==> src/rtl/cmo_pkg.sv <==
// Function
// - Stop sending and accepting MSUs on link
// - Keep sending status or fill units
// - New transfer point triggers transfer-prohibited
// - No alternative: block, discard, stop users
// - Local start sends order, remote sends ack
// - Every received order gets an ack
// - Changeover messages queue without priority
// - Message carries codes, link, signal, FSN
// - Purge retransmit buffer up to FSN
// - Then switch routing and forward buffers
// - Diverted traffic keeps order, no priority
// - Unknown FSN: emergency form, out-of-service
// - Emergency received: skip update, send new
// - Form chosen from local fault; an ack after completion is always emergency
// - No path: hold, then start traffic
// - Transfer-prohibited does not alter changeover
// - Retrieval impossible: new traffic, nothing else
// - No answer within timeout: new traffic
// - Implausible FSN: skip update, new traffic
// - Ack without sent order is ignored
// - Order after completion: emergency ack only
//
// Purpose: constants and types for the changeover controller
// Assumes: 125 MHz clock, 7-bit forward sequence numbers
// Notes: point codes 14 bits, link identity 4 bits
package cmo_pkg;

  localparam int CMO_CLK_MHZ = 125;
  localparam int CMO_MS_CYC = CMO_CLK_MHZ * 1000;
  localparam int CMO_MS_W = 17;
  localparam int CMO_TMR_W = 10;
  // Both hold and response times are provisional
  localparam logic [9:0] CMO_HOLD_MS = 10'h3e8;
  localparam logic [9:0] CMO_RESP_MS = 10'h3e8;
  localparam int CMO_FSN_W = 7;
  localparam int CMO_PC_W = 14;
  localparam int CMO_LINK_W = 4;

  typedef enum logic {
    CMO_ORDER,
    CMO_ACK
  } cmo_kind_t;

  typedef struct packed {
    logic [CMO_PC_W-1:0] dpc;
    logic [CMO_PC_W-1:0] opc;
    logic [CMO_LINK_W-1:0] link;
    cmo_kind_t kind;
    logic emerg;
    logic [CMO_FSN_W-1:0] fsn;
  } cmo_msg_t;

  typedef enum logic [2:0] {
    CMO_IDLE,
    CMO_WAIT,
    CMO_HOLD,
    CMO_UPD,
    CMO_RETR,
    CMO_DONE
  } cmo_state_t;

endpackage : cmo_pkg

==> src/rtl/cmo_msdiv.sv <==
// Purpose: millisecond enable pulse from the system clock
// Assumes: CYC is at least 2
// Notes: tick is one cycle wide
`timescale 1ns/1ns
`default_nettype none
module cmo_msdiv
  import cmo_pkg::*;
#(
  parameter int unsigned CYC = CMO_MS_CYC
) (
  input wire logic clk,
  input wire logic srst,
  output logic tick
);

  logic [CMO_MS_W-1:0] cnt_q;

  always_ff @(posedge clk) begin
    if (srst) begin
      cnt_q <= '0;
      tick <= 1'b0;
    end else begin
      tick <= (cnt_q == CMO_MS_W'(CYC - 1));
      if (cnt_q == CMO_MS_W'(CYC - 1)) begin
        cnt_q <= '0;
      end else begin
        cnt_q <= cnt_q + 1'b1;
      end
    end
  end

endmodule : cmo_msdiv
`default_nettype wire

==> src/rtl/cmo_mstmr.sv <==
// Purpose: millisecond timeout, counts while run is high
// Assumes: limit is at least 1
// Notes: expired pulses once; dropping run rearms it
`timescale 1ns/1ns
`default_nettype none
module cmo_mstmr
  import cmo_pkg::*;
(
  input wire logic clk,
  input wire logic srst,
  input wire logic run,
  input wire logic tick,
  input wire logic [CMO_TMR_W-1:0] limit,
  output logic expired
);

  logic [CMO_TMR_W-1:0] cnt_q;
  logic fired_q;

  always_ff @(posedge clk) begin
    if (srst || !run) begin
      cnt_q <= '0;
      fired_q <= 1'b0;
      expired <= 1'b0;
    end else begin
      expired <= 1'b0;
      if (tick && !fired_q) begin
        cnt_q <= cnt_q + 1'b1;
        if (cnt_q == limit - 1'b1) begin
          fired_q <= 1'b1;
          expired <= 1'b1;
        end
      end
    end
  end

endmodule : cmo_mstmr
`default_nettype wire

==> src/rtl/cmo_ctrl.sv <==
// Purpose: changeover control for one end of a signalling link
// Assumes: link conditions are levels valid at LINK_FAIL
// Notes: stays in completed state until LINK_RESTORE
`timescale 1ns/1ns
`default_nettype none
module cmo_ctrl
  import cmo_pkg::*;
#(
  parameter int unsigned MS_CYC = CMO_MS_CYC
) (
  input wire logic CLOCK,
  input wire logic SRST,
  input wire logic [CMO_LINK_W-1:0] LINK_ID,
  input wire logic [CMO_PC_W-1:0] OWN_PC,
  input wire logic [CMO_PC_W-1:0] PEER_PC,
  input wire logic LINK_FAIL,
  input wire logic LINK_RESTORE,
  input wire logic NO_TRAFFIC,
  input wire logic NO_ALT,
  input wire logic NEW_STP,
  input wire logic NO_PATH,
  input wire logic LOCAL_FAULT,
  input wire logic RETRIEVE_FAIL,
  input wire logic [CMO_FSN_W-1:0] LAST_RX_FSN,
  input wire logic [CMO_FSN_W-1:0] RTB_FIRST_FSN,
  input wire logic [CMO_FSN_W-1:0] RTB_LAST_FSN,
  input wire logic RX_VALID,
  input wire cmo_msg_t RX_MSG,
  input wire logic TX_READY,
  input wire logic RETRIEVE_DONE,
  output logic MSU_STOP,
  output logic FILL_SEND,
  output logic OOS_SEND,
  output logic TX_VALID,
  output cmo_msg_t TX_MSG,
  output logic PURGE,
  output logic [CMO_FSN_W-1:0] PURGE_FSN,
  output logic ROUTE_DIVERT,
  output logic RETRIEVE,
  output logic NEW_TRAFFIC,
  output logic TFP_START,
  output logic DEST_BLOCK,
  output logic DISCARD,
  output logic USER_STOP,
  output logic LINK_MGMT,
  output logic ACTIVE
);

  cmo_state_t st_q;
  logic ms_tick, hold_exp, resp_exp;
  logic fault_q, retr_fail_q, stp_q;
  logic ord_pend_q, ack_pend_q, ack_emerg_q;
  logic rx_ord, rx_ack, start, resolve, skip, go_upd, go_new, tx_free;

  // Message addressed to this end about this link
  function automatic logic rx_hit(input logic v, input cmo_msg_t m,
                                  input logic [CMO_LINK_W-1:0] id,
                                  input logic [CMO_PC_W-1:0] pc);
    rx_hit = v && (m.link == id) && (m.dpc == pc);
  endfunction : rx_hit
  // FSN must lie between the last acknowledged and last sent unit
  function automatic logic fsn_ok(input logic [CMO_FSN_W-1:0] f,
                                  input logic [CMO_FSN_W-1:0] first,
                                  input logic [CMO_FSN_W-1:0] last);
    logic [CMO_FSN_W-1:0] base;
    base = first - 1'b1;
    fsn_ok = (CMO_FSN_W'(f - base) <= CMO_FSN_W'(last - base));
  endfunction : fsn_ok

  cmo_msdiv #(.CYC(MS_CYC)) u_div (
    .clk(CLOCK), .srst(SRST), .tick(ms_tick)
  );
  cmo_mstmr u_no_path_hold_timer (
    .clk(CLOCK), .srst(SRST), .run(st_q == CMO_HOLD), .tick(ms_tick),
    .limit(CMO_HOLD_MS), .expired(hold_exp)
  );
  cmo_mstmr u_order_response_timer (
    .clk(CLOCK), .srst(SRST), .run(st_q == CMO_WAIT), .tick(ms_tick),
    .limit(CMO_RESP_MS), .expired(resp_exp)
  );

  always_comb begin
    rx_ord = rx_hit(RX_VALID, RX_MSG, LINK_ID, OWN_PC) &&
             (RX_MSG.kind == CMO_ORDER);
    rx_ack = rx_hit(RX_VALID, RX_MSG, LINK_ID, OWN_PC) &&
             (RX_MSG.kind == CMO_ACK);
    start = (st_q == CMO_IDLE) && (LINK_FAIL || rx_ord);
    // ack only counts after an order
    resolve = ((st_q == CMO_WAIT) && (rx_ord || rx_ack)) ||
              (start && rx_ord && !NO_TRAFFIC && !NO_ALT);
    skip = RX_MSG.emerg ||
           (start ? RETRIEVE_FAIL : retr_fail_q) ||
           !fsn_ok(RX_MSG.fsn, RTB_FIRST_FSN, RTB_LAST_FSN);
    go_upd = resolve && !skip;
    go_new = (resolve && skip) ||
             ((st_q == CMO_WAIT) && resp_exp) ||
             ((st_q == CMO_HOLD) && hold_exp);
    tx_free = !TX_VALID || TX_READY;
  end

  always_ff @(posedge CLOCK) begin
    if (SRST) begin
      st_q <= CMO_IDLE;
    end else begin
      unique case (st_q)
        CMO_IDLE: begin
          if (start) begin
            if (NO_TRAFFIC || NO_ALT) begin
              st_q <= CMO_DONE;
            end else if (go_upd) begin
              st_q <= CMO_UPD;
            end else if (go_new) begin
              st_q <= CMO_DONE;
            end else if (NO_PATH) begin
              st_q <= CMO_HOLD;
            end else begin
              st_q <= CMO_WAIT;
            end
          end
        end
        CMO_WAIT: begin
          if (go_upd) begin
            st_q <= CMO_UPD;
          end else if (go_new) begin
            st_q <= CMO_DONE;
          end
        end
        CMO_HOLD: begin
          if (go_new) begin
            st_q <= CMO_DONE;
          end
        end
        CMO_UPD: st_q <= CMO_RETR;
        CMO_RETR: begin
          if (RETRIEVE_DONE) begin
            st_q <= CMO_DONE;
          end
        end
        CMO_DONE: begin
          if (LINK_RESTORE) begin
            st_q <= CMO_IDLE;
          end
        end
      endcase
    end
  end

  // Conditions latched when changeover starts
  always_ff @(posedge CLOCK) begin
    if (SRST) begin
      fault_q <= 1'b0;
      retr_fail_q <= 1'b0;
      stp_q <= 1'b0;
    end else if (start) begin
      fault_q <= LOCAL_FAULT;
      retr_fail_q <= RETRIEVE_FAIL;
      stp_q <= NEW_STP;
    end
  end

  // Pending order and ack requests; a new request wins over a load
  always_ff @(posedge CLOCK) begin
    if (SRST) begin
      ord_pend_q <= 1'b0;
      ack_pend_q <= 1'b0;
      ack_emerg_q <= 1'b0;
    end else begin
      if (tx_free && ord_pend_q) begin
        ord_pend_q <= 1'b0;
      end else if (tx_free && ack_pend_q) begin
        ack_pend_q <= 1'b0;
      end
      if (start && !rx_ord && !NO_TRAFFIC && !NO_ALT && !NO_PATH) begin
        ord_pend_q <= 1'b1;
      end
      if (rx_ord) begin
        ack_pend_q <= 1'b1;
        ack_emerg_q <= LOCAL_FAULT || (st_q == CMO_DONE) ||
                       (st_q != CMO_IDLE && fault_q);
      end
    end
  end

  // held in the link queue until taken
  always_ff @(posedge CLOCK) begin
    if (SRST) begin
      TX_VALID <= 1'b0;
      TX_MSG <= '0;
    end else if (tx_free) begin
      TX_VALID <= ord_pend_q || ack_pend_q;
      TX_MSG.dpc <= PEER_PC;
      TX_MSG.opc <= OWN_PC;
      TX_MSG.link <= LINK_ID;
      TX_MSG.kind <= ord_pend_q ? CMO_ORDER : CMO_ACK;
      TX_MSG.emerg <= ord_pend_q ? fault_q : ack_emerg_q;
      TX_MSG.fsn <= (ord_pend_q ? fault_q : ack_emerg_q) ?
                    '0 : LAST_RX_FSN;
    end
  end

  // Link-side levels for the whole changeover
  always_ff @(posedge CLOCK) begin
    if (SRST) begin
      MSU_STOP <= 1'b0;
      FILL_SEND <= 1'b0;
      OOS_SEND <= 1'b0;
      ACTIVE <= 1'b0;
    end else if (start) begin
      MSU_STOP <= 1'b1;
      FILL_SEND <= 1'b1;
      OOS_SEND <= LOCAL_FAULT;
      ACTIVE <= 1'b1;
    end else if (st_q == CMO_DONE && LINK_RESTORE) begin
      MSU_STOP <= 1'b0;
      FILL_SEND <= 1'b0;
      OOS_SEND <= 1'b0;
      ACTIVE <= 1'b0;
    end
  end

  // Buffer update and diversion
  always_ff @(posedge CLOCK) begin
    if (SRST) begin
      PURGE <= 1'b0;
      PURGE_FSN <= '0;
      RETRIEVE <= 1'b0;
      NEW_TRAFFIC <= 1'b0;
      ROUTE_DIVERT <= 1'b0;
      TFP_START <= 1'b0;
    end else begin
      PURGE <= go_upd;
      if (go_upd) begin
        PURGE_FSN <= RX_MSG.fsn;
      end
      RETRIEVE <= (st_q == CMO_UPD);
      NEW_TRAFFIC <= go_new;
      TFP_START <= ((st_q == CMO_UPD || go_new) &&
                    (start ? NEW_STP : stp_q)) ||
                   (start && NO_ALT && !NO_TRAFFIC);
      if (st_q == CMO_UPD || go_new) begin
        ROUTE_DIVERT <= 1'b1;
      end else if (st_q == CMO_DONE && LINK_RESTORE) begin
        ROUTE_DIVERT <= 1'b0;
      end
    end
  end

  always_ff @(posedge CLOCK) begin
    if (SRST) begin
      DEST_BLOCK <= 1'b0;
      DISCARD <= 1'b0;
      USER_STOP <= 1'b0;
      LINK_MGMT <= 1'b0;
    end else begin
      LINK_MGMT <= start && NO_ALT && !NO_TRAFFIC;
      if (start && NO_ALT && !NO_TRAFFIC) begin
        DEST_BLOCK <= 1'b1;
        DISCARD <= 1'b1;
        USER_STOP <= 1'b1;
      end else if (st_q == CMO_DONE && LINK_RESTORE) begin
        DEST_BLOCK <= 1'b0;
        DISCARD <= 1'b0;
        USER_STOP <= 1'b0;
      end
    end
  end

  msu_stop_a: assert property (@(posedge CLOCK) disable iff (SRST)
    start |=> MSU_STOP && FILL_SEND) else $error("MSUs not stopped");
  fill_send_a: assert property (@(posedge CLOCK) disable iff (SRST)
    MSU_STOP |-> FILL_SEND) else $error("fill units missing");
  inacc_act_a: assert property (@(posedge CLOCK) disable iff (SRST)
    start && NO_ALT && !NO_TRAFFIC |=> DEST_BLOCK && USER_STOP &&
    LINK_MGMT && TFP_START && !ROUTE_DIVERT)
    else $error("inaccessible actions missing");
  tx_hold_a: assert property (@(posedge CLOCK) disable iff (SRST)
    TX_VALID && !TX_READY |=> TX_VALID && $stable(TX_MSG))
    else $error("changeover message dropped");
  ord_ack_a: assert property (@(posedge CLOCK) disable iff (SRST)
    rx_ord |=> ##[0:3] TX_VALID && TX_MSG.kind == CMO_ACK)
    else $error("order not acknowledged");
  purge_seq_a: assert property (@(posedge CLOCK) disable iff (SRST)
    go_upd |=> PURGE && PURGE_FSN == $past(RX_MSG.fsn) ##1
    ROUTE_DIVERT && RETRIEVE) else $error("update sequence broken");
  emerg_skip_a: assert property (@(posedge CLOCK) disable iff (SRST)
    resolve && RX_MSG.emerg |=> NEW_TRAFFIC && !PURGE)
    else $error("emergency message updated buffer");
  oos_fault_a: assert property (@(posedge CLOCK) disable iff (SRST)
    start && LOCAL_FAULT |=> OOS_SEND) else $error("no out-of-service");
  resp_tmo_a: assert property (@(posedge CLOCK) disable iff (SRST)
    st_q == CMO_WAIT && resp_exp && !rx_ord && !rx_ack |=>
    NEW_TRAFFIC && st_q == CMO_DONE) else $error("timeout ignored");
  // stray ack ignored, idle or completed
  stray_ack_a: assert property (@(posedge CLOCK) disable iff (SRST)
    rx_ack && ((st_q == CMO_IDLE && !LINK_FAIL) ||
    (st_q == CMO_DONE && !LINK_RESTORE)) |=> $stable(st_q) && !PURGE &&
    !NEW_TRAFFIC) else $error("stray ack acted on");
  late_ord_a: assert property (@(posedge CLOCK) disable iff (SRST)
    st_q == CMO_DONE && rx_ord && !LINK_RESTORE |=> st_q == CMO_DONE &&
    ack_emerg_q) else $error("late order not answered in emergency");

  norm_cov_c: cover property (@(posedge CLOCK) disable iff (SRST)
    PURGE ##[1:20] st_q == CMO_DONE);
  tmo_cov_c: cover property (@(posedge CLOCK) disable iff (SRST)
    st_q == CMO_WAIT && resp_exp);
  hold_cov_c: cover property (@(posedge CLOCK) disable iff (SRST)
    st_q == CMO_HOLD && hold_exp);

endmodule : cmo_ctrl
`default_nettype wire

==> config.mk <==
export PLATFORM = sky130hd
export DESIGN_NAME = cmo_ctrl
export DESIGN_NICKNAME = d
export VERILOG_FILES = /design/src/rtl/cmo_pkg.sv /design/src/rtl/cmo_msdiv.sv /design/src/rtl/cmo_mstmr.sv /design/src/rtl/cmo_ctrl.sv
export SDC_FILE = /design/constraint.sdc
export NUM_CORES = 1
export LEC_CHECK = 0
export ABC_AREA = 1
export BUFFER_PORTS_ARGS = -buffer_cell sky130_fd_sc_hd__buf_2
export CAP_MARGIN = 30
export CORE_MARGIN = 3
export CORE_UTILIZATION = 26
export DETAILED_ROUTE_END_ITERATION = 6
export GPL_TIMING_DRIVEN = 0
export PLACE_DENSITY = 0.51
export SLEW_MARGIN = 10
export SYNTH_ARGS = -nofsm -noshare
export SYNTH_HDL_FRONTEND = slang
export SYNTH_SLANG_ARGS = --single-unit
==> constraint.sdc <==
create_clock -name CLOCK -period 6.7 [get_ports CLOCK]
set_input_delay 0 -clock CLOCK [delete_from_list [all_inputs] [get_ports CLOCK]]
set_output_delay 0 -clock CLOCK [all_outputs]
set_load 0.01 [all_outputs]
==> impl_metrics.csv, run 1 <==
group,metric,value,unit
placed_design,portBuffers,153,
yosys,ys_seq_elements,109,
floorplan,ios,169,
placed_design,dpl.hpwl,12700,µm
placed_design,placed_area,0.00674,mm²
hold_path,min_from,"SRST",
yosys,ys.flop_type,"dfxtp_1",
yosys,synth_edf_count,0,
placed_design,gp_congestion,0.793,
setup_path,reg2reg_to,"u_div.cnt_q[12]",
hold_path,hold_class,"in -> reg",
setup_path,critPathRequiredTime,6.96,ns
layout,stdcell_count,1278,
setup_path,r2r_slack,4.70,ns
timing,relSlewSlack,0.542,
timing,fin_crit,3.34,ns
routing,drt-total-wl,16100,µm
clock_tree,cts_tree,"yes",
clock_tree,clkTransAtPathRegs,0.08,ns
power_and_ir_drop,peakVddDrop,0.137,mV
layout,design_area,0.00755,mm²
routing,route.detailed.wl_per_inst,12.6,µm
floorplan,rows,53,
routing,viasPerCell,4.31,
power_and_ir_drop,p_total,1.65,mW
timing,slew_viol_final,0,
global_routing,grt_max_degree,22,
yosys,syn_avg_cell_area,7.19,µm²
routing,drtAntennaViolNets,0,
layout,multi_input_comb_area,0.00291,mm²
layout,drive_gt1_frac,0.221,
placed_design,dp.cells,1211,
floorplan,initial_core_util,0.266,
setup_path,start_kind,"primary input",
floorplan,die_x,153,µm
layout,fillCellCount,2250,
timing,finalSetupTns,0,ns
layout,nNetsFinal,1126,
yosys,syn_inst,783,
yosys,netlist_area,0.00563,mm²
yosys,syn-num-nets,911,
setup_path,cp.arrival,3.60,ns
timing,tightest_slew,0.687,ns
routing,num_vias,5506,
clock_tree,clockBufferDepth,2,
setup_path,reg2reg_depth,10,
power_and_ir_drop,power_density,219,mW/mm²
clock_tree,cts_made_buffers,9,
global_routing,grt_pass1_vias,5446,
setup_path,crit_path_end_kind,"register",
global_routing,overflow,0,
yosys,synth_cell_types,48,
routing,dr.pass1.iters,4,
run_status,status,"finished clean",
setup_path,reg2reg_from,"u_div.cnt_q[0]",
clock_tree,insertion_delay,0.35,ns
timing,rsz0062_at_grt,"false",
clock_tree,htreeDepth,3,
hold_path,holdPathStages,2,
timing,clock_skew,0.00980,ns
clock_tree,ctsRootBufferMaster,"clkbuf_16",
global_routing,grt_pass1_wl,26800,µm
power_and_ir_drop,p_leak,3.53,nW
yosys,ys_seq_area_frac,0.388,
clock_tree,clkSinkCount,109,
yosys,synth_warnings,0,
routing,drtIter0Drc,293,
timing,final-setup-viol-count,0,
layout,area_growth,34.2,%
yosys,async_reset_ff_frac,0,
routing,drc,0,
flow_run,max_cap_violations,0,
global_routing,track_usage,0.138,
setup_path,critical_path_class,"in -> reg",
timing,hold_viol_final,0,
layout,fin_util,0.357,
setup_path,cp_max_fo,4,
hold_path,hold_path_end,"TX_MSG[0]",
timing,finalCritPeriodShare,0.498,
global_routing,antenna_found_initial,0,
timing,max_freq,299,MHz
clock_tree,post_cts_resized,0,
floorplan,core_area,0.0212,mm²
layout,seq_area,0.00218,mm²
floorplan,die_area,0.0235,mm²
layout,diodes,0,
floorplan,die_h,153,µm
-- metal layers --
metal	vias up	global-route usage	wire length, µm
met2	121	0.233	7470
li1	2948	-	-
met4	0	0.0479	285
met3	16	0.0210	737
met1	2421	0.178	7580
met5	-	0	0
-- how the worst max path moves through the flow --
stage | startpoint | to | slack [ns]
final | RX_MSG[0] | ROUTE_DIVERT | 3.36
after global routing | RX_MSG[0] | PURGE_FSN[5] | 3.02
after floorplan | RTB_FIRST_FSN[0] | PURGE_FSN[4] | 3.81
after CTS | RX_MSG[0] | ROUTE_DIVERT | 3.34
after detailed placement | RTB_FIRST_FSN[0] | PURGE_FSN[4] | 3.26
after global placement | RTB_FIRST_FSN[0] | ROUTE_DIVERT | 3.23
-- final cells by class --
cell class / count / share of cell area
Buffer: 22 / 0.0139
Timing Repair Buffer: 204 / 0.169
Inverter: 114 / 0.0567
Multi-Input combinational cell: 538 / 0.386
Clock buffer: 9 / 0.0298
Sequential cell: 109 / 0.289
Clock inverter: 7 / 0.0104
Tap cell: 275 / 0.0456
-- Yosys cell counts, drive strengths merged (2+ instances only) --
cell type / number / area share
buf: 6 / 0.0080
inv: 114 / 0.076
xnor2: 13 / 0.022
dfxtp: 109 / 0.39
nor3b: 4 / 0.0053
a211oi: 3 / 0.0040
or2: 7 / 0.0078
o21ai: 56 / 0.052
nand4: 17 / 0.022
nor4: 10 / 0.011
ha: 19 / 0.042
nor2: 111 / 0.080
nand3: 23 / 0.026
fa: 2 / 0.0071
nand2: 156 / 0.11
nor3: 23 / 0.023
a21oi: 64 / 0.058
clkbuf: 16 / 0.011
xor2: 14 / 0.022
o211ai: 4 / 0.0053
nand3b: 2 / 0.0027
-- timing repair --
item / CTS / global route
hold endpoints to repair: 54 / 0
hold buffers: 51 / 0
buffers inserted: 0 / 0
setup endpoints to repair: 0 / 0
-- state kept, by name (all words and copies together), names as in the netlist, 3 cells and up --
register / flops
TX_MSG: 41
u_no_path_hold_timer.cnt_q: 10
u_order_response_timer.cnt_q: 10
PURGE_FSN: 7
st_q: 3
u_div.cnt_q: 17
-- per-stage QoR --
stage | hold WS, ns | setup WS, ns
final | 0.0255 | 3.36
after global routing | 0.0567 | 3.02
after CTS | 0.0376 | 3.34
after detailed placement | 0.258 | 3.26
after global placement | 0.255 | 3.23
after floorplan | 0.128 | 3.81
-- layout by cell type (no fill, tap or decap), types with 5 or more instances in the layout --
cell type	instances
nor2_1	104
buf_2	153
xnor2_1	12
xor2_1	14
clkbuf_16	9
nand2_2	6
o21ai_0	51
ha_1	19
dlygate4sd3_1	51
inv_2	9
nand2_4	5
nor3_1	21
a21oi_1	62
nor4_1	10
dfxtp_1	109
nand4_1	16
nand2_1	145
or2_2	7
inv_1	105
nand3_1	18
clkbuf_1	16
-- where the power goes --
group          internal, mW  switching (mW)
combinational         0.173           0.236
clock                 0.265           0.275
sequential            0.678          0.0253
-- cells by family after synthesis --
| family | Yosys count | synth area share |
|---|---|---|
| AOI/OAI and AO/OA | 134 | 0.129 |
| xor gates and xnor gates | 27 | 0.0433 |
| adders and majority gates | 21 | 0.0493 |
| buffers and inverters | 136 | 0.0947 |
| DFF | 109 | 0.388 |
| muxes | 1 | 0.00178 |
| and+or+nand+nor | 355 | 0.294 |
-- critical path, stage by stage --
cell and delay [ns]:
dlygate4sd3_1 0.53, buf_2 0.13, inv_1 0.05, ha_1 0.15, inv_1 0.05, fa_1 0.39
a21oi_1 0.16, nand2_1 0.07, nand2_1 0.08, o21ai_0 0.11, a21oi_1 0.16, xor2_1 0.18
ha_1 0.29, a21oi_1 0.15, o211ai_1 0.10, a21oi_1 0.33, nand3_4 0.14, nand2_2 0.11
nand2_1 0.10, nor2_1 0.16, nand2_1 0.07, nand2_1 0.06, inv_1 0.04
(Power assumes the default switching activity.)
==> run 2, diff against run 1 <==
clock period = 3.38 ns   (was 6.7 ns; I/O delays follow)
==> impl_metrics.csv, run 2 (same netlist as run 1, synthesis figures left out) <==
group,metric,value,unit
layout,reg.largest.list,"TX_MSG x41, u_div.cnt_q x17",
global_routing,grt_pass1_wl,26800,µm
routing,viasPerCell,4.33,
setup_path,cp.arrival,3.25,ns
flow_run,max_cap_violations,0,
layout,area_growth,35.7,%
power_and_ir_drop,peakVddDrop,0.276,mV
layout,drive_gt1_frac,0.234,
floorplan,rows,53,
floorplan,ios,169,
routing,drc,0,
hold_path,hold_class,"in -> reg",
layout,diodes,0,
clock_tree,post_cts_buffers,0,
routing,drtAntennaViolNets,0,
placed_design,dpl.hpwl,12700,µm
floorplan,core_area,0.0212,mm²
setup_path,start_kind,"primary input",
setup_path,critical_path_class,"in -> reg",
timing,fin_crit,2.99,ns
clock_tree,cts_tree,"yes",
routing,num_vias,5530,
global_routing,grt_pass1_vias,5446,
floorplan,die_area,0.0235,mm²
routing,drt-total-wl,16100,µm
layout,multi_input_comb_area,0.00297,mm²
timing,hold_viol_final,0,
run_status,status,"finished clean",
global_routing,track_usage,0.138,
floorplan,die_x,153,µm
global_routing,antenna_found_initial,0,
placed_design,portBuffers,153,
clock_tree,cts_made_buffers,9,
power_and_ir_drop,internal-power,2.22,mW
timing,fin_hold_ws,0.0285,ns
layout,largest-register,"TX_MSG",
clock_tree,htreeDepth,3,
power_and_ir_drop,p_sw_frac,0.326,
power_and_ir_drop,combPwrFrac,0.252,
timing,relSlewSlack,0.518,
clock_tree,clkTransAtPathRegs,0.08,ns
global_routing,grt_max_degree,22,
timing,clock_skew,0.00848,ns
placed_design,dp.cells,1211,
global_routing,overflow,0,
timing,tightest_slew,0.723,ns
clock_tree,insertion_delay,0.35,ns
routing,route.detailed.wl_per_inst,12.6,µm
setup_path,critPathRequiredTime,3.64,ns
floorplan,die_h,153,µm
setup_path,cp_max_fo,8,
power_and_ir_drop,p_seq_frac,0.423,
power_and_ir_drop,power_density,431,mW/mm²
layout,layout_commonest_cell,"buf_2",
power_and_ir_drop,p_leak,3.55,nW
routing,dr.pass1.iters,4,
clock_tree,clockBufferDepth,2,
power_and_ir_drop,clock_power_share,0.325,
clock_tree,ctsRootBufferMaster,"clkbuf_16",
setup_path,crit_path_end_kind,"register",
layout,layout_common_cells,"152 x buf_2, 143 x nand2_1, 109 x dfxtp_1",
layout,fin_util,0.361,
clock_tree,clkSinkCount,109,
power_and_ir_drop,net-switching-power,1.07,mW
layout,fillCellCount,2243,
placed_design,gp_congestion,0.793,
timing,max_freq,334,MHz
layout,largest_reg_flops,41,
timing,finalCritPeriodShare,0.886,
timing,rsz0062_at_grt,"false",
timing,final-setup-viol-count,0,
layout,stdcell_count,1278,
timing,slew_viol_final,0,
layout,nNetsFinal,1126,
routing,drtIter0Drc,299,
floorplan,initial_core_util,0.266,
layout,seq_area,0.00218,mm²
-- run 2: cell types whose count changed in the layout (fill, tap and decap cells not counted), moves of 2 or more --
| cell | before | now |
|---|---|---|
| o21ai_2 | 1 | 3 |
| nand3_2 | 4 | 6 |
| nand2_1 | 145 | 143 |
| a21oi_1 | 62 | 59 |
| nand3_1 | 18 | 16 |
| a21oi_2 | 2 | 5 |
-- run 2: layout make-up --
type / count / share of cell area
sequential: 109 / 0.286
clock buffer: 9 / 0.0295
timing repair buffer: 204 / 0.170
multi-input combinational: 538 / 0.389
buffer: 22 / 0.0143
inverter: 114 / 0.0564
tap: 275 / 0.0451
clock inverter: 7 / 0.0103
-- run 2: worst paths after layout --
kind	start	to	slack (ns)	depth (start not counted)
worst max-delay path	RX_MSG[2]	PURGE_FSN[6]	0.39	20
worst min-delay path	SRST	TX_MSG[0]	0.03	2
worst max register to register	st_q[0]	st_q[1]	1.37	11
worst min register to register	u_div.cnt_q[0]	u_div.cnt_q[0]	0.45	1
-- run 2: repair_timing --
item                                    4_1_cts  5_1_grt
endpoints found under the setup margin        0       12
endpoints found under the hold margin        54        0
hold buffers                                 51        0
resized for setup                             0       19
-- run 2: per-stage QoR --
step / setup WS, ns / cell area [µm²] / TNS (ns) / power, mW
global route: 0.109 / 7640 / 0 / 3.50
finish: 0.387 / 7640 / 0 / 3.29
global placement: -0.0883 / 6740 / -0.410 / 2.19
CTS: 0.0243 / 7550 / 0 / 3.32
floorplan: 0.491 / 5630 / 0 / 1.95
detailed placement: -0.0632 / 6740 / -0.290 / 2.19
-- run 2: worst max-delay path: stages --
cell           delay (ns)
dlygate4sd3_1        0.54
buf_2                0.14
ha_1                 0.35
nand2_1              0.09
nor2_1               0.04
a211oi_1             0.34
o211ai_1             0.16
nand2_1              0.09
xnor2_1              0.07
ha_1                 0.31
nand2_1              0.06
nor2_1               0.09
nand4_1              0.10
a21oi_2              0.23
nand3_4              0.14
inv_4                0.11
nand2_8              0.08
buf_8                0.15
o21ai_2              0.11
a21oi_2              0.04
-- run 2: layer usage --
metal	vias to the layer above	routed length, µm	GRT usage
li1	2945	-	-
met1	2452	7620	0.178
met2	119	7500	0.233
met3	14	728	0.0210
met4	0	279	0.0479
met5	-	0	0
-- run 2: power by group through the flow --
stage	clock (mW)	sequential [mW]	combinational, mW
finish	1.07	1.39	0.830
global route	1.15	1.40	0.946
CTS	1.11	1.39	0.817
detailed placement	0	1.42	0.766
global placement	0	1.42	0.763
floorplan	0	1.44	0.511
==> run 3, diff against run 2 <==
CORE_MARGIN = 1   (was 3)
CTS_CLUSTER_SIZE = 20   (was default)
==> impl_metrics.csv, run 3 (same netlist as run 1, synthesis figures left out) <==
group,metric,value,unit
floorplan,initial_core_util,0.266,
routing,drt-total-wl,15500,µm
floorplan,die_h,149,µm
hold_path,hold_class,"in -> reg",
routing,drc,0,
timing,tightest_slew,0.732,ns
power_and_ir_drop,power_density,440,mW/mm²
hold_path,hold_path_end,"TX_MSG[12]",
global_routing,antenna_found_initial,2,
floorplan,die_x,149,µm
power_and_ir_drop,p_total,3.33,mW
placed_design,dp.cells,1211,
timing,clock_skew,0.0156,ns
clock_tree,htreeDepth,3,
floorplan,die_area,0.0222,mm²
setup_path,r2r_slack,1.34,ns
placed_design,dpl.hpwl,12100,µm
global_routing,grt_max_degree,21,
clock_tree,clkSinkCount,109,
layout,area_growth,34.6,%
placed_design,portBuffers,153,
power_and_ir_drop,p_leak,3.53,nW
layout,layout_common_cells,"153 x buf_2, 145 x nand2_1, 109 x dfxtp_1",
layout,reg.largest.list,"TX_MSG x41, u_div.cnt_q x17",
layout,largest-register,"TX_MSG",
timing,fin_hold_ws,-0.0169,ns
routing,route.detailed.wl_per_inst,12.1,µm
floorplan,ios,169,
setup_path,cp_max_fo,4,
timing,max_freq,322,MHz
run_status,violations,"negative hold slack",
timing,finalCritPeriodShare,0.919,
timing,final-setup-viol-count,0,
setup_path,critPathRequiredTime,3.64,ns
setup_path,reg2reg_from,"st_q[0]",
routing,drtAntennaViolNets,0,
layout,largest_reg_flops,41,
setup_path,reg2reg_depth,10,
timing,finalSetupTns,0,ns
flow_run,max_cap_violations,0,
hold_path,min_from,"LINK_ID[3]",
clock_tree,cts_tree,"yes",
clock_tree,clockBufferDepth,2,
layout,stdcell_count,1280,
global_routing,overflow,0,
layout,fillCellCount,2292,
setup_path,start_kind,"primary input",
routing,dr.pass1.iters,4,
floorplan,rows,53,
routing,num_vias,5479,
timing,fin_crit,3.11,ns
routing,viasPerCell,4.28,
setup_path,crit_path_end_kind,"register",
global_routing,grt_pass1_vias,4992,
setup_path,critical_path_class,"in -> reg",
timing,relSlewSlack,0.512,
timing,hold_viol_final,1,
setup_path,reg2reg_to,"st_q[2]",
global_routing,track_usage,0.138,
timing,slew_viol_final,0,
run_status,status,"finished, violations left",
layout,drive_gt1_frac,0.222,
setup_path,cp.arrival,3.37,ns
floorplan,core_area,0.0212,mm²
power_and_ir_drop,peakVddDrop,0.294,mV
clock_tree,cts_made_buffers,9,
clock_tree,clkTransAtPathRegs,0.08,ns
layout,nNetsFinal,1126,
clock_tree,post_cts_buffers,0,
placed_design,gp_congestion,0.846,
routing,drtIter0Drc,220,
clock_tree,ctsRootBufferMaster,"clkbuf_16",
layout,layout_commonest_cell,"buf_2",
hold_path,holdPathStages,3,
global_routing,grt_pass1_wl,24200,µm
timing,rsz0062_at_grt,"false",
clock_tree,insertion_delay,0.36,ns
==> run 3: cell types whose count changed in the layout (fill, tap and decap cells not counted), moves of 2 or more <==
| cell | change |
|---|---|
| a21oi_1 | +2 |
| nand3_2 | -2 |
| diode_2 | +2 |
| nand3_1 | +2 |
| a21oi_2 | -2 |
| clkinv_4 | -2 |
| clkinvlp_4 | +2 |
| nand2_1 | +2 |
| o21ai_2 | -2 |
==> run 3: per-layer routing <==
layer	share of wire	up-vias	GRT usage
met5	0	-	0
met4	0.020	0	0.0592
met3	0.058	15	0.0232
met2	0.46	141	0.237
met1	0.46	2372	0.168
li1	-	2951	-
==> run 3: final cells by class <==
class,count,area [µm²],area share
well taps,275,344,0.0454
multi-input cells,538,2920,0.385
diodes,2,5.00,0.000661
repair buffers,204,1280,0.168
clock inverters,7,92.6,0.0122
inverters,114,428,0.0565
clock buffers,9,225,0.0297
plain buffers,22,105,0.0139
flip-flops and latches,109,2180,0.288
==> run 3: worst max-delay path by stage <==
stage | startpoint | endpoint | slack, ns | cells after the start
floorplan | RTB_FIRST_FSN[0] | PURGE_FSN[4] | 0.49 | 19
global placement | RTB_FIRST_FSN[0] | ROUTE_DIVERT | -0.12 | 23
detailed placement | RTB_FIRST_FSN[0] | ROUTE_DIVERT | -0.15 | 23
CTS | RX_MSG[1] | ROUTE_DIVERT | 0.17 | 20
global route | RTB_FIRST_FSN[0] | ROUTE_DIVERT | 0.04 | 23
finish | RX_MSG[1] | ROUTE_DIVERT | 0.27 | 20
==> run 3: worst max-delay path, cell delays in order <==
cell and delay [ns]:
dlygate4sd3_1 0.55, buf_2 0.16, fa_1 0.45, a21oi_1 0.15
nand2_1 0.07, nand2_1 0.08, o21ai_0 0.09, a21oi_1 0.16
xor2_1 0.18, ha_1 0.29, a21oi_1 0.15, o211ai_1 0.12
a21oi_2 0.25, nand3_4 0.12, nand2_2 0.10, nand2_1 0.10
nor2_1 0.17, nand2_1 0.07, nand2_1 0.06, inv_1 0.04
==> run 3: through the flow <==
stage,util,cell area [µm²],hold WS [ns],setup slack [ns]
6_report,0.358,7580,-0.0169,0.273
5_1_grt,0.358,7580,0.0449,0.0362
4_1_cts,0.358,7570,0.000288,0.174
3_5_place_dp,0.319,6740,0.254,-0.154
3_3_place_gp,0.319,6740,0.252,-0.122
2_1_floorplan,-,5630,0.128,0.491
==> run 3: repair_timing <==
action / 4_1_cts / 5_1_grt
endpoints found under the setup margin: 0 / 7
endpoints found under the hold margin: 54 / 0
hold buffers: 51 / 0
resized for setup: 0 / 1
==> run 3: power by group <==
group | switching, mW | internal [mW] | leakage, nW
combinational | 0.467 | 0.342 | 2.49
sequential | 0.0495 | 1.34 | 0.891
clock | 0.538 | 0.594 | 0.148
